[config.mk]
export PLATFORM = sky130hd
export DESIGN_NAME = scbc_top
export DESIGN_NICKNAME = d
export VERILOG_FILES = /design/src/pkg/scbc_pkg.sv /design/src/design/scbc_sensor_reference_clock_output.sv /design/src/design/scbc_top.sv /design/src/design/scbc_wdog.sv
export VERILOG_INCLUDE_DIRS = /design/src /design/src/pkg
export SDC_FILE = /design/constraint.sdc
export NUM_CORES = 1
export LEC_CHECK = 0
export ABC_CLOCK_PERIOD_IN_PS = 7770
export BUFFER_PORTS_ARGS = -buffer_cell sky130_fd_sc_hd__buf_2
export CAP_MARGIN = 20
export CORE_MARGIN = 1
export CORE_UTILIZATION = 25
export CTS_CLUSTER_SIZE = 40
export DETAILED_ROUTE_END_ITERATION = 8
export PLACE_DENSITY_LB_ADDON = 0.12
export SLEW_MARGIN = 30
export SYNTH_ARGS = -nofsm -noshare
export SYNTH_HDL_FRONTEND = slang
export SYNTH_SLANG_ARGS = --single-unit
[constraint.sdc]
create_clock -name i_sys_clk -period 7.77 [get_ports i_sys_clk]
set_clock_uncertainty 0.05 [all_clocks]
set_input_delay 0.3885 -clock i_sys_clk [delete_from_list [all_inputs] [get_ports i_sys_clk]]
set_output_delay 0.3885 -clock i_sys_clk [all_outputs]
set_load 0.05 [all_outputs]
[src/pkg/scbc_defs.svh]
// Offsets, field positions, reset values and timing counts of the clock and channel config.
`ifndef SCBC_DEFS_SVH
`define SCBC_DEFS_SVH

// ****************************************************************
// Register indices; byte address is four times the index.
// ****************************************************************
`define SCBC_IDX_LEGACY   6'h04
`define SCBC_IDX_PLLREF   6'h05
`define SCBC_IDX_CLKLO    6'h06
`define SCBC_IDX_CLKHI    6'h07
`define SCBC_IDX_WDOG     6'h08

// ****************************************************************
// Field positions.
// ****************************************************************
`define SCBC_LEG_RAW10    2
`define SCBC_LEG_RAW12    1
`define SCBC_LEG_OVR      0
`define SCBC_PLL_DIV_HI   6
`define SCBC_PLL_DIV_LO   4
`define SCBC_PLL_OSC      3
`define SCBC_CLO_PRE_HI   7
`define SCBC_CLO_PRE_LO   5
`define SCBC_CLO_M_HI     4
`define SCBC_WD_TMR_HI    7
`define SCBC_WD_TMR_LO    1
`define SCBC_WD_OFF       0

// ****************************************************************
// Reset values.
// ****************************************************************
`define SCBC_RST_REFDIV   3'h0
`define SCBC_RST_PLL_RSV  3'h3
`define SCBC_RST_PRE      3'h2
`define SCBC_RST_M        5'h01
`define SCBC_RST_N        8'h28
`define SCBC_RST_WDTMR    7'h7F

// ****************************************************************
// Timing.
// ****************************************************************
`define SCBC_CLK_MHZ      100
`define SCBC_WD_UNIT_MS   2
`define SCBC_WD_UNIT_CYC  (`SCBC_WD_UNIT_MS * 1000 * `SCBC_CLK_MHZ)

`endif

[src/pkg/scbc_pkg.sv]
// Types shared by the clock and channel config block.
package scbc_pkg;
    typedef enum logic [1:0] {
        SCBC_WD_IDLE    = 2'b00,
        SCBC_WD_RUN     = 2'b01,
        SCBC_WD_EXPIRED = 2'b11
    } scbc_wd_state_t;
endpackage

[src/design/scbc_sensor_reference_clock_output.sv]
// Prescaled M/N fractional divider that makes the sensor reference clock.
`timescale 1ns/100ps
module scbc_sensor_reference_clock_output (
    input  wire logic       i_sys_clk,
    input  wire logic       i_rst,
    input  wire logic       i_hs_tick,
    input  wire logic [2:0] i_prescale,
    input  wire logic [4:0] i_m,
    input  wire logic [7:0] i_n,
    output logic            o_clk
);
    logic [3:0] pre_cnt, next_pre_cnt, pre_lim;
    logic [8:0] acc, next_acc, sum;
    logic       next_clk;

    always_comb begin
        pre_lim = (i_prescale > 3'h4) ? 4'hF : 4'((5'h01 << i_prescale) - 5'h01);
        next_pre_cnt = pre_cnt;
        next_acc = acc;
        next_clk = o_clk;
        sum = acc + {3'h0, i_m, 1'b0};
        if (i_m == 5'h00) begin
            next_acc = 9'h000;
            next_clk = 1'b0;
            next_pre_cnt = 4'h0;
        end else if (i_hs_tick) begin
            next_pre_cnt = (pre_cnt >= pre_lim) ? 4'h0 : pre_cnt + 4'h1;
            // Twice M per prescaled tick, toggled on carry, gives rate times M over N.
            if (pre_cnt >= pre_lim && i_n != 8'h00) begin
                if (sum >= {1'b0, i_n}) begin
                    next_acc = sum - {1'b0, i_n};
                    next_clk = ~o_clk;
                end else begin
                    next_acc = sum;
                end
            end
        end
    end

    always_ff @(posedge i_sys_clk or posedge i_rst) begin
        if (i_rst) begin
            pre_cnt <= 4'h0;
            acc     <= 9'h000;
            o_clk   <= 1'b0;
        end else begin
            pre_cnt <= next_pre_cnt;
            acc     <= next_acc;
            o_clk   <= next_clk;
        end
    end
endmodule // scbc_sensor_reference_clock_output

[src/design/scbc_top.sv]
// APB register bank for legacy video mode, reference clocks and control channel watchdog.
//
// Summary of operation
// - After receive lock the control channel loads the RAW10 legacy mode bit.
// - After receive lock the control channel loads the RAW12 HF legacy mode bit.
// - Override enable blocks channel loading; software sets it to keep its bits.
// - Input divider codes 0 to 3 divide the reference by 1, 2, 4, 8.
// - Oscillator select picks the low or the double frequency range.
// - Divider source is the forward rate prescaled by 1 to 16; reset code 2.
// - Reference clock output equals prescaled clock times M over N.
// - M of zero stops the output clock at a static level.
// - Watchdog timeout is seven bits in 2 ms units, reset 0x7F, never zero; a written zero is taken as 128 units.
// - A transaction not done before timeout is ended.
// - Watchdog off bit set stops the watchdog; reset value zero runs it.
`timescale 1ns/100ps
`include "scbc_defs.svh"
module scbc_top #(
    parameter int WD_UNIT_CYC = `SCBC_WD_UNIT_CYC
) (
    input  wire logic        i_sys_clk,
    input  wire logic        i_rst,
    input  wire logic        i_psel,
    input  wire logic        i_penable,
    input  wire logic        i_pwrite,
    input  wire logic [7:0]  i_paddr,
    input  wire logic [31:0] i_pwdata,
    output logic [31:0]      o_prdata,
    output logic             o_pready,
    output logic             o_pslverr,
    input  wire logic        i_rx_lock,
    input  wire logic        i_cc_mode_load,
    input  wire logic        i_cc_raw10,
    input  wire logic        i_cc_raw12,
    input  wire logic        i_hs_tick,
    input  wire logic        i_cc_txn_active,
    output logic             o_legacy_raw10_mode,
    output logic             o_legacy_raw12_hf_mode,
    output logic [1:0]       o_ref_input_div_log2,
    output logic             o_oscillator_range_select,
    output logic             o_sensor_reference_clock_output,
    output logic             o_cc_txn_abort
);
    // ****************************************************************
    // Register state.
    // ****************************************************************
    logic       raw10, next_raw10;
    logic       raw12, next_raw12;
    logic       ovr_en, next_ovr_en;
    logic [2:0] ref_div, next_ref_div;
    logic       osc_sel, next_osc_sel;
    logic [2:0] prescale, next_prescale;
    logic [4:0] div_m, next_div_m;
    logic [7:0] div_n, next_div_n;
    logic [6:0] wd_timer, next_wd_timer;
    logic       wd_off, next_wd_off;
    logic [1:0] next_ref_log2;

    // ****************************************************************
    // APB slave.
    // ****************************************************************
    logic [5:0]  idx;
    logic        mapped;
    logic        wr_en;
    logic        wr_leg;
    logic [7:0]  wd8;
    logic [7:0]  rd8;
    logic [31:0] next_prdata;
    logic        next_pready;
    logic        next_pslverr;

    assign idx = i_paddr[7:2];
    assign wd8 = i_pwdata[7:0];

    always_comb begin
        mapped = (i_paddr[1:0] == 2'h0) &&
                 (idx >= `SCBC_IDX_LEGACY) && (idx <= `SCBC_IDX_WDOG);
        // Writes land only at the access edge that carries pready.
        wr_en = i_psel && i_penable && o_pready && i_pwrite && mapped;
        wr_leg = wr_en && (idx == `SCBC_IDX_LEGACY);
        case (idx)
            `SCBC_IDX_LEGACY: rd8 = {5'h00, raw10, raw12, ovr_en};
            `SCBC_IDX_PLLREF: rd8 = {1'b0, ref_div, osc_sel, `SCBC_RST_PLL_RSV};
            `SCBC_IDX_CLKLO:  rd8 = {prescale, div_m};
            `SCBC_IDX_CLKHI:  rd8 = div_n;
            `SCBC_IDX_WDOG:   rd8 = {wd_timer, wd_off};
            default:          rd8 = 8'h00;
        endcase
        next_pready = i_psel && !i_penable;
        next_pslverr = i_psel && !i_penable && !mapped;
        next_prdata = o_prdata;
        if (i_psel && !i_penable) begin
            next_prdata = (mapped && !i_pwrite) ? {24'h000000, rd8} : 32'h00000000;
        end
    end

    // ****************************************************************
    // Register next values.
    // ****************************************************************
    always_comb begin
        next_raw10 = raw10;
        next_raw12 = raw12;
        next_ovr_en = ovr_en;
        next_ref_div = ref_div;
        next_osc_sel = osc_sel;
        next_prescale = prescale;
        next_div_m = div_m;
        next_div_n = div_n;
        next_wd_timer = wd_timer;
        next_wd_off = wd_off;
        // A software write wins over a same-cycle channel load.
        if (wr_leg) begin
            next_raw10 = wd8[`SCBC_LEG_RAW10];
            next_raw12 = wd8[`SCBC_LEG_RAW12];
            next_ovr_en = wd8[`SCBC_LEG_OVR];
        end else if (i_cc_mode_load && i_rx_lock && !ovr_en) begin
            next_raw10 = i_cc_raw10;
            next_raw12 = i_cc_raw12;
        end
        if (wr_en && idx == `SCBC_IDX_PLLREF) begin
            next_ref_div = wd8[`SCBC_PLL_DIV_HI:`SCBC_PLL_DIV_LO];
            next_osc_sel = wd8[`SCBC_PLL_OSC];
        end
        if (wr_en && idx == `SCBC_IDX_CLKLO) begin
            next_prescale = wd8[`SCBC_CLO_PRE_HI:`SCBC_CLO_PRE_LO];
            next_div_m = wd8[`SCBC_CLO_M_HI:0];
        end
        if (wr_en && idx == `SCBC_IDX_CLKHI) begin
            next_div_n = wd8;
        end
        if (wr_en && idx == `SCBC_IDX_WDOG) begin
            next_wd_timer = wd8[`SCBC_WD_TMR_HI:`SCBC_WD_TMR_LO];
            next_wd_off = wd8[`SCBC_WD_OFF];
        end
        // Reserved divider codes fall back to divide by one.
        next_ref_log2 = ref_div[2] ? 2'h0 : ref_div[1:0];
    end

    always_ff @(posedge i_sys_clk or posedge i_rst) begin
        if (i_rst) begin
            raw10                     <= 1'b0;
            raw12                     <= 1'b0;
            ovr_en                    <= 1'b0;
            ref_div                   <= `SCBC_RST_REFDIV;
            osc_sel                   <= 1'b0;
            prescale                  <= `SCBC_RST_PRE;
            div_m                     <= `SCBC_RST_M;
            div_n                     <= `SCBC_RST_N;
            wd_timer                  <= `SCBC_RST_WDTMR;
            wd_off                    <= 1'b0;
            o_ref_input_div_log2      <= 2'h0;
            o_oscillator_range_select <= 1'b0;
            o_prdata                  <= 32'h00000000;
            o_pready                  <= 1'b0;
            o_pslverr                 <= 1'b0;
        end else begin
            raw10                     <= next_raw10;
            raw12                     <= next_raw12;
            ovr_en                    <= next_ovr_en;
            ref_div                   <= next_ref_div;
            osc_sel                   <= next_osc_sel;
            prescale                  <= next_prescale;
            div_m                     <= next_div_m;
            div_n                     <= next_div_n;
            wd_timer                  <= next_wd_timer;
            wd_off                    <= next_wd_off;
            o_ref_input_div_log2      <= next_ref_log2;
            o_oscillator_range_select <= osc_sel;
            o_prdata                  <= next_prdata;
            o_pready                  <= next_pready;
            o_pslverr                 <= next_pslverr;
        end
    end

    assign o_legacy_raw10_mode = raw10;
    assign o_legacy_raw12_hf_mode = raw12;

    // ****************************************************************
    // Clock output and watchdog.
    // ****************************************************************
    scbc_sensor_reference_clock_output u_sensor_reference_clock_output (
        .i_sys_clk  (i_sys_clk),
        .i_rst      (i_rst),
        .i_hs_tick  (i_hs_tick),
        .i_prescale (prescale),
        .i_m        (div_m),
        .i_n        (div_n),
        .o_clk      (o_sensor_reference_clock_output)
    );

    scbc_wdog #(
        .UNIT_CYC (WD_UNIT_CYC)
    ) u_wdog (
        .i_sys_clk    (i_sys_clk),
        .i_rst        (i_rst),
        .i_enable     (!wd_off),
        .i_timeout    (wd_timer),
        .i_txn_active (i_cc_txn_active),
        .o_abort      (o_cc_txn_abort)
    );
endmodule // scbc_top

[src/design/scbc_wdog.sv]
// Control channel transaction watchdog counting in 2 ms units.
`timescale 1ns/100ps
module scbc_wdog #(
    parameter int UNIT_CYC = 200000
) (
    input  wire logic       i_sys_clk,
    input  wire logic       i_rst,
    input  wire logic       i_enable,
    input  wire logic [6:0] i_timeout,
    input  wire logic       i_txn_active,
    output logic            o_abort
);
    localparam int CW = $clog2(UNIT_CYC + 1);
    scbc_pkg::scbc_wd_state_t state, next_state;
    logic [CW-1:0] cyc, next_cyc;
    logic [6:0]    units, next_units;
    logic          next_abort;

    always_comb begin
        next_state = state;
        next_cyc = cyc;
        next_units = units;
        next_abort = 1'b0;
        case (state)
            scbc_pkg::SCBC_WD_IDLE: begin
                next_cyc = '0;
                next_units = 7'h00;
                if (i_txn_active && i_enable) begin
                    next_state = scbc_pkg::SCBC_WD_RUN;
                end
            end
            scbc_pkg::SCBC_WD_RUN: begin
                if (!i_txn_active || !i_enable) begin
                    next_state = scbc_pkg::SCBC_WD_IDLE;
                end else if (cyc == CW'(UNIT_CYC - 1)) begin
                    next_cyc = '0;
                    next_units = units + 7'h01;
                    // A zero timeout wraps to 128 units rather than firing at once.
                    if (units == i_timeout - 7'h01) begin
                        next_abort = 1'b1;
                        next_state = scbc_pkg::SCBC_WD_EXPIRED;
                    end
                end else begin
                    next_cyc = cyc + CW'(1);
                end
            end
            scbc_pkg::SCBC_WD_EXPIRED: begin
                if (!i_txn_active) begin
                    next_state = scbc_pkg::SCBC_WD_IDLE;
                end
            end
            default: next_state = scbc_pkg::SCBC_WD_IDLE;
        endcase
    end

    always_ff @(posedge i_sys_clk or posedge i_rst) begin
        if (i_rst) begin
            state   <= scbc_pkg::SCBC_WD_IDLE;
            cyc     <= '0;
            units   <= 7'h00;
            o_abort <= 1'b0;
        end else begin
            state   <= next_state;
            cyc     <= next_cyc;
            units   <= next_units;
            o_abort <= next_abort;
        end
    end
endmodule // scbc_wdog

* Yosys cells after proc, flatten, opt, wreduce, memory -nomap -nowiden
Cells that the tools add are included.
Word-level totals: output and inout port bits 41, latch bits 0, word-level logic and storage cells 125, ROM bits 0, memory bits (writable) 0, flip-flop bits (word level) 110, memories 0
Operators by class: equal/unequal tests 15, shift operators 1, bitwise operators 1, multiply operators 0, $add $sub $neg 7, reductions and logical operators 39, $lt $le $gt $ge 5, multiplexer cells 35, divide/modulo/power cells 0
Operators with widths (number):
- one-hot mux 8 bit (5 select lines) | 1
- 2-to-1 mux 18 bit | 2
- 2-to-1 mux 9 bit | 4
- one-hot mux 18 bit (2 select lines) | 1
- == test 6 x 3 -> 1 bit (second input constant) | 4
- adder 18 x 1 -> 18 bit (second input constant) | 1
- == test 18 bit (second input constant) | 1
- logical AND 1 bit | 18
- 2-to-1 mux 4 bit | 4
- 2-to-1 mux 7 bit | 2
- one-hot mux 7 bit (2 select lines) | 1
- 2-to-1 mux 1 bit | 12
- 2-to-1 mux 2 bit | 6
- nonzero test 2 bit | 5
- adder 9 x 6 -> 9 bit | 1
- greater-or-equal comparator 9 x 8 -> 1 bit | 1
- subtractor 9 x 8 -> 9 bit | 1
- 2-to-1 mux 8 bit | 1
- nonzero test 8 bit | 1
- adder 7 x 1 -> 7 bit (second input constant) | 1
- == test 7 bit | 1
- subtractor 7 x 1 -> 7 bit (second input constant) | 1
- == test 6 x 4 -> 1 bit (second input constant) | 1
- greater-or-equal comparator 6 x 3 -> 1 bit (second input constant) | 1
- other kinds (20) | 31

* Logic depth before layout (Yosys ltp)
Gate-level depths: netlist of the first run.
word-level depth 8, gate-level depth with buffers 15

* Hierarchy
A second synthesis of the first run with hierarchy kept.
Second synthesis, totals: cells, all modules 548, area total of the unflattened synthesis 5574.1 µm²
Modules (own cells, without submodules):
- scbc_top | times used 1, area each 2179.6 µm², cells an instance 172
- scbc_wdog | times used 1, area each 1749.2 µm², cells an instance 184
- scbc_sensor_reference_clock_output | times used 1, area each 1645.3 µm², cells an instance 192

* Worst setup path before layout of the first run
OpenSTA, ideal clock, no wires.
path kind register -> register, from register div_m[1], to register u_sensor_reference_clock_output.acc[6], path buffers 1, arrival 3.292 ns, path slack 4.297 ns, cell stages (with the launch flop) 14, cell sequence dfrtp_1 -> ha_1 -> a211o_1 -> a21oi_1 -> nor2b_1 -> nor2_1 -> xnor2_1 -> ha_1 -> a211o_1 -> o21ai_0 -> and2_1 -> clkbuf_1 -> nor3_1 -> or3_1
On the way: longest elaborated chain between the ends 6
RTL lines:
- from (decl) | RTL line scbc_top.sv:52 | logic [4:0] div_m, next_div_m;
- from (signal assigned) | RTL line scbc_top.sv:146 | div_m <= `SCBC_RST_M;
- from (signal assigned) | RTL line scbc_top.sv:162 | div_m <= next_div_m;
- adder 9 x 6 -> 9 bit | RTL line scbc_sensor_reference_clock_output.sv:21 | sum = acc + {3'h0, i_m, 1'b0};
- subtractor 9 x 8 -> 9 bit or greater-or-equal comparator 9 x 8 -> 1 bit (tied branches) | RTL line scbc_sensor_reference_clock_output.sv:31, scbc_sensor_reference_clock_output.sv:30
- 2-to-1 mux 9 bit | RTL line scbc_sensor_reference_clock_output.sv:30 | if (sum >= {1'b0, i_n}) begin
- 2-to-1 mux 9 bit | RTL line scbc_sensor_reference_clock_output.sv:29 | if (pre_cnt >= pre_lim && i_n != 8'h00) begin
- 2-to-1 mux 9 bit | RTL line scbc_sensor_reference_clock_output.sv:26 | end else if (i_hs_tick) begin
- 2-to-1 mux 9 bit | RTL line scbc_sensor_reference_clock_output.sv:22 | if (i_m == 5'h00) begin
- to (signal assigned) | RTL line scbc_sensor_reference_clock_output.sv:47 | acc <= next_acc;
- to (decl) | RTL line scbc_sensor_reference_clock_output.sv:13 | logic [8:0] acc, next_acc, sum;
Parallel ways exist; a longest one is shown, timed or not. The select of a mux whose other input is x is not followed. A chain may end at the register's enable or synchronous reset.

* Worst setup path after layout of the first run
Ends and elaborated chain as after synthesis.

==> impl_metrics.tcl, run 1 <==
set metrics [dict create \
    status "finished, final reports clean" \
    postPlaceCellArea_um2 5510 \
    cp-end-kind "register" \
    remaining_drc_errors 0 \
    die_height_um 145 \
    drv_cap 0 \
    grt.met1_usage_pct 17.4 \
    yosysSeqAreaShare_pct 42.3 \
    fin_crit_sh_pct 51.9 \
    start_kind "register" \
    worstPathArrival_ns 4.20 \
    via_per_inst 4.55 \
    peakVddDrop_mv 0.0766 \
    area_growth_pct 12.8 \
    tightest_slew_ns 0.934 \
    min_period_ns 4.03 \
    final_antenna_net_count 0 \
    root_buffer "clkbuf_16" \
    fin_tns_setup_ns 0 \
    place.gp.congestion 0.776 \
    crit_type "reg2reg" \
    clkSinkCount 86 \
    hold_path_class "in2async" \
    hpwlAfterDp_um 9550 \
    vias 3879 \
    die_w_um 145 \
    ys_warn_count 0 \
    antenna_found_initial 0 \
    fp.dieArea_um2 21100 \
    cts.htree.levels 3 \
    cts_resized 0 \
    core_um2 20200 \
    finalSetupViolations 0 \
    syn_area_um2 5120 \
    final_core_util_pct 28.7 \
    path_clk_slew_ns 0.07 \
    synth_top_area_share_pct 36.6 \
    synth_edf_count 0 \
    syn_inst 542 \
    row_count 52 \
    relSlewSlack_pct 37.1 \
    globalRouteMet2Util_pct 19.7 \
    grt.met3_usage_pct 2.14 \
    timing.rr.start "div_m[1]" \
    cts_tree "done" \
    synthTopCellsByCount "dfrtp_1 (75), nor2_1 (52), nand2_1 (46)" \
    crit_start "div_m[1]" \
    p_leak_nw 2.65 \
    design_area_um2 5780 \
    drive_gt1_share_pct 17.0 \
    synth_ff_type "dfrtp_1" \
    wire_per_inst_um 14.9 \
    grt_max_degree 56 \
    ys_seq_elements 86 \
    hold_viol 0 \
    grt_usage_pct 12.7 \
    grt.busiest_layer "met2" \
    slew_viol_final 0 \
    synth.most_common_cell "dfrtp_1" \
    fin_nets 653 \
    start_util_pct 25.4 \
    powerDensity_nw_per_um2 166 \
    grt_first_pass_wirelength_um 20900 \
    netlist.top_cell.by_area "dfrtp_1" \
    drtIter0Drc 227 \
    overflow 0 \
    n_antenna_cell 0 \
    clkLatencyLatePin_ns 0.35 \
    max_freq_mhz 248 \
    synthArstFlopShare_pct 100 \
    postSynthAreaPerCell_um2 9.45 \
    first_pass_iters 5 \
    post_cts_buffers 0 \
    yosysUniqueCellTypes 60 \
    pin_count 92 \
    cp_max_fo 7 \
    rsz0062_at_grt "false" \
    wirelength_um 12700 \
    total_power_mw 0.959 \
    cp_data_required_time_ns 7.94 \
    grt_pass1_vias 3793 \
    postCtsHoldBufs 0 \
    netlist_top_cells_area "dfrtp_1 (37%), dfstp_2 (5.6%), ha_1 (5.4%), mux2_2 (4.6%), o21ai_0 (4.1%)" \
    cts.path.max_buffers 2 \
    numCtsBuffers 9 \
    io_buffers 43 \
]
## metrics by stage
step,cells,setup WS (ns),hold slack (ns)
5_1_grt,853,3.53,0.0598
2_1_floorplan,565,4.30,0.320
3_5_place_dp,837,3.78,0.349
6_report,853,3.74,0.00957
3_3_place_gp,837,3.76,0.336
4_1_cts,853,3.77,0.0239
## layer usage
metal  vias up  wire, um
li1       1936         -
met1      1873      6150
met3         8       417
met4         0       176
met2        62      5940
met5         -         0
## flip-flops by register name, indices dropped and copies added, names as in the netlist, 3 cells and up
name / flops
o_prdata: 8
ref_div: 3
u_sensor_reference_clock_output.pre_cnt: 4
div_m: 5
prescale: 3
u_wdog.cyc: 18
u_wdog.units: 7
wd_timer: 7
u_sensor_reference_clock_output.acc: 9
div_n: 8
## placed cells by master (no fill, tap or decap), drive strengths merged, types with 3 or more instances in the layout
cell     n
nor2b    9
clkinv   4
a211oi   4
nor4     9
mux2    21
nand2b   7
nand2   47
clkbuf  12
or4      4
o211ai   3
a31oi    4
a21boi   3
or3      5
and2     6
nand3   18
nor3     8
xnor2   18
xor2    21
buf     44
and3     3
o21ai   42
and4     3
dfstp   11
conb    24
a221oi   6
nor2    53
inv     25
a21oi   19
nand4   10
mux2i    9
ha      22
a21o     3
o21a     4
dfrtp   75
## where the power goes
part           total, mW  switching, mW  internal, mW
clock network      0.404          0.180         0.224
registers          0.463        0.00839         0.455
logic             0.0916         0.0719        0.0197
total              0.959          0.260         0.698
## cell families (layout without fill, tap and decap cells)
kind of cell / after synthesis / in the layout / share of synthesized area [%]
simple gates: 191 / 191 / 18.7
flops: 86 / 86 / 42.3
compound gates: 103 / 103 / 12.7
xor+xnor: 39 / 39 / 6.67
mux: 30 / 30 / 6.37
fa+ha+maj: 24 / 24 / 6.15
buf+inv: 68 / 86 / 7.01
other cells: 1 / 24 / 0.0732
## worst max-delay path, stage by stage, from the launching register on
cell,delay (ns)
dfrtp_1,0.44
ha_1,0.31
a211o_1,0.33
a21oi_1,0.18
nor2b_1,0.07
nor2_1,0.22
xnor2_1,0.15
ha_1,0.31
a211o_1,0.31
o21ai_0,0.64
and2_1,0.44
nor3_1,0.11
or3_1,0.35
## cell type report
type	count	area (um^2)
clock buffer	12	246
multi-input combinational	411	2690
inverter	26	98.8
tap	270	338
fill	2174	14400
timing repair buffer	44	223
clock inverter	4	22.5
sequential	86	2170
## path summary, 6_finish.rpt
check                                                         end  cells after the start  slack, ns
max                        u_sensor_reference_clock_output.acc[6]                     12       3.74
min                                           o_legacy_raw10_mode                      2       0.01
max reg2reg                u_sensor_reference_clock_output.acc[6]                     12       3.74
min reg2reg                             o_oscillator_range_select                      0       0.36
max in group asynchronous                                div_n[4]                      3       6.53
min in group i_sys_clk                                wd_timer[1]                      3       0.27
(Power assumes the default switching activity.)
==> run 2, diff against run 1 <==
Settings changed: ABC_CLOCK_PERIOD_IN_PS 7770 to 3750.
Clock period 7.77 ns to 3.75 ns, I/O delays scaled along.
==> impl_metrics.tcl, run 2 (synthesis gave the netlist of run 1 again) <==
set metrics [dict create \
    status "finished, final reports clean" \
    setup_ws_ns 0.251 \
    tightest_slew_ns 0.633 \
    drive_gt1_share_pct 18.6 \
    cts.path.max_buffers 2 \
    remaining_drc_errors 0 \
    io_buffers 43 \
    worstPathArrival_ns 3.67 \
    numCtsBuffers 9 \
    clkLatencyLatePin_ns 0.34 \
    core_um2 20200 \
    finalSetupViolations 0 \
    area_growth_pct 14.5 \
    r2r_setup_slack_ns 0.25 \
    hold_path_class "in2reg" \
    row_count 52 \
    grt_pass1_vias 3876 \
    peakVddDrop_mv 0.142 \
    first_pass_iters 5 \
    place.gp.congestion 0.784 \
    max_freq_mhz 286 \
    pin_count 92 \
    crit_type "reg2reg" \
    die_w_um 145 \
    pre_cts_ws_ns 0.235 \
    start_kind "register" \
    cp_data_required_time_ns 3.92 \
    relSlewSlack_pct 57.7 \
    cts_tree "done" \
    largest_reg_flops 18 \
    multi_input_area_um2 2690 \
    via_per_inst 4.58 \
    p_int_mw 1.44 \
    grt_first_pass_wirelength_um 21000 \
    fin_crit_sh_pct 93.3 \
    swShare_pct 28.1 \
    fp.dieArea_um2 21100 \
    fillers 2170 \
    grt_usage_pct 12.6 \
    start_util_pct 25.4 \
    die_height_um 145 \
    hpwlAfterDp_um 9700 \
    cts.htree.levels 3 \
    final_core_util_pct 29.1 \
    cp.buffers_inverters 2 \
    postPlaceCellArea_um2 5570 \
    seq_area_um2 2170 \
    rsz0062_at_grt "false" \
    wire_per_inst_um 14.8 \
    root_buffer "clkbuf_16" \
    fin_tns_setup_ns 0 \
    drv_cap 0 \
    clkSinkCount 86 \
    path_clk_slew_ns 0.07 \
    min_period_ns 3.50 \
    comb_power_share_pct 9.7 \
    top_register "u_wdog.cyc" \
    p_clk_share_pct 42.5 \
    seqPwrFrac_pct 47.8 \
    powerDensity_nw_per_um2 342 \
    hold_viol 0 \
    place_inst 845 \
    design_area_um2 5870 \
    final_antenna_net_count 0 \
    drtIter0Drc 158 \
    n_antenna_cell 0 \
    antenna_found_initial 0 \
    reg_top3 "u_wdog.cyc (18), u_sensor_reference_clock_output.acc (9)" \
    hold_ws_ns 0.0672 \
    final_cells 862 \
    critical-path-max-stage-delay_ns 0.40 \
    fin_nets 662 \
    total_power_mw 2.00 \
    path_delay_family "adder cells" \
    cp_slowest_cell "fa_1" \
    cp_max_fo 7 \
    final_common_cell "dfrtp_1" \
    slew_viol_final 0 \
    p_leak_nw 2.69 \
    vias 3952 \
    cp-end-kind "register" \
    cp_cell_sequence "ha_1 > fa_1 > a21o_1 > a21oi_1 > o21ai_0 > xnor2_1 > inv_1 > ha_1 > nand4_1 > o21ai_0 > nor2_1 > buf_4 > nand2_1 > nor4_1 > or3_1" \
    netSwitchingPower_mw 0.563 \
    most-common-layout-cells "dfrtp_1 (75), nor2_1 (52), nand2_1 (46)" \
    overflow 0 \
    grt_max_degree 58 \
    wirelength_um 12700 \
]
==> run 2: what timing repair did <==
item | CTS | global route
gates resized for setup | 0 | 1
endpoints found under the hold margin | 51 | 0
hold buffers | 1 | 0
setup buffers | 0 | 0
setup endpoints to repair | 0 | 1
==> run 2: power groups by stage <==
stage	registers (mW)	logic, mW	clock network (mW)
after detailed placement	0.976	0.197	0
after global routing	0.961	0.214	0.922
after CTS	0.959	0.199	0.892
after floorplan	0.988	0.149	0
after global placement	0.976	0.196	0
final	0.959	0.195	0.851
==> run 2: final timing paths <==
path,start,end,cells past startpoint
setup / recovery,div_m[0],u_sensor_reference_clock_output.acc[6],15
hold / removal,i_pwdata[3],div_n[3],3
setup reg to reg,div_m[0],u_sensor_reference_clock_output.acc[6],15
hold reg to reg,osc_sel,o_oscillator_range_select,0
max in group asynchronous,i_rst,wd_timer[3],4
min in group asynchronous,i_rst,u_wdog.units[0],3
==> run 2: area by class of cell <==
type / instances / area share (%)
Inverter: 26 / 1.75
Timing Repair Buffer: 53 / 4.99
Clock inverter: 7 / 0.960
Tap cell: 270 / 5.76
Clock buffer: 9 / 3.84
Sequential cell: 86 / 36.9
Multi-Input combinational cell: 411 / 45.8
==> run 2: tightest hold or removal path, cell delays in order <==
cell	delay (ns)
buf_2	0.14
nand2_1	0.05
o21ai_0	0.06
==> run 2: per-layer routing <==
| metal | wire length, um | part of all wire, % | track usage [%] | vias up |
|---|---|---|---|---|
| met3 | 369 | 2.9 | 2.04 | 10 |
| met2 | 5960 | 47 | 20.5 | 73 |
| met1 | 6270 | 49 | 16.9 | 1911 |
| met5 | 0 | 0 | 0 | - |
| li1 | - | - | - | 1958 |
| met4 | 127 | 1.0 | 4.42 | 0 |
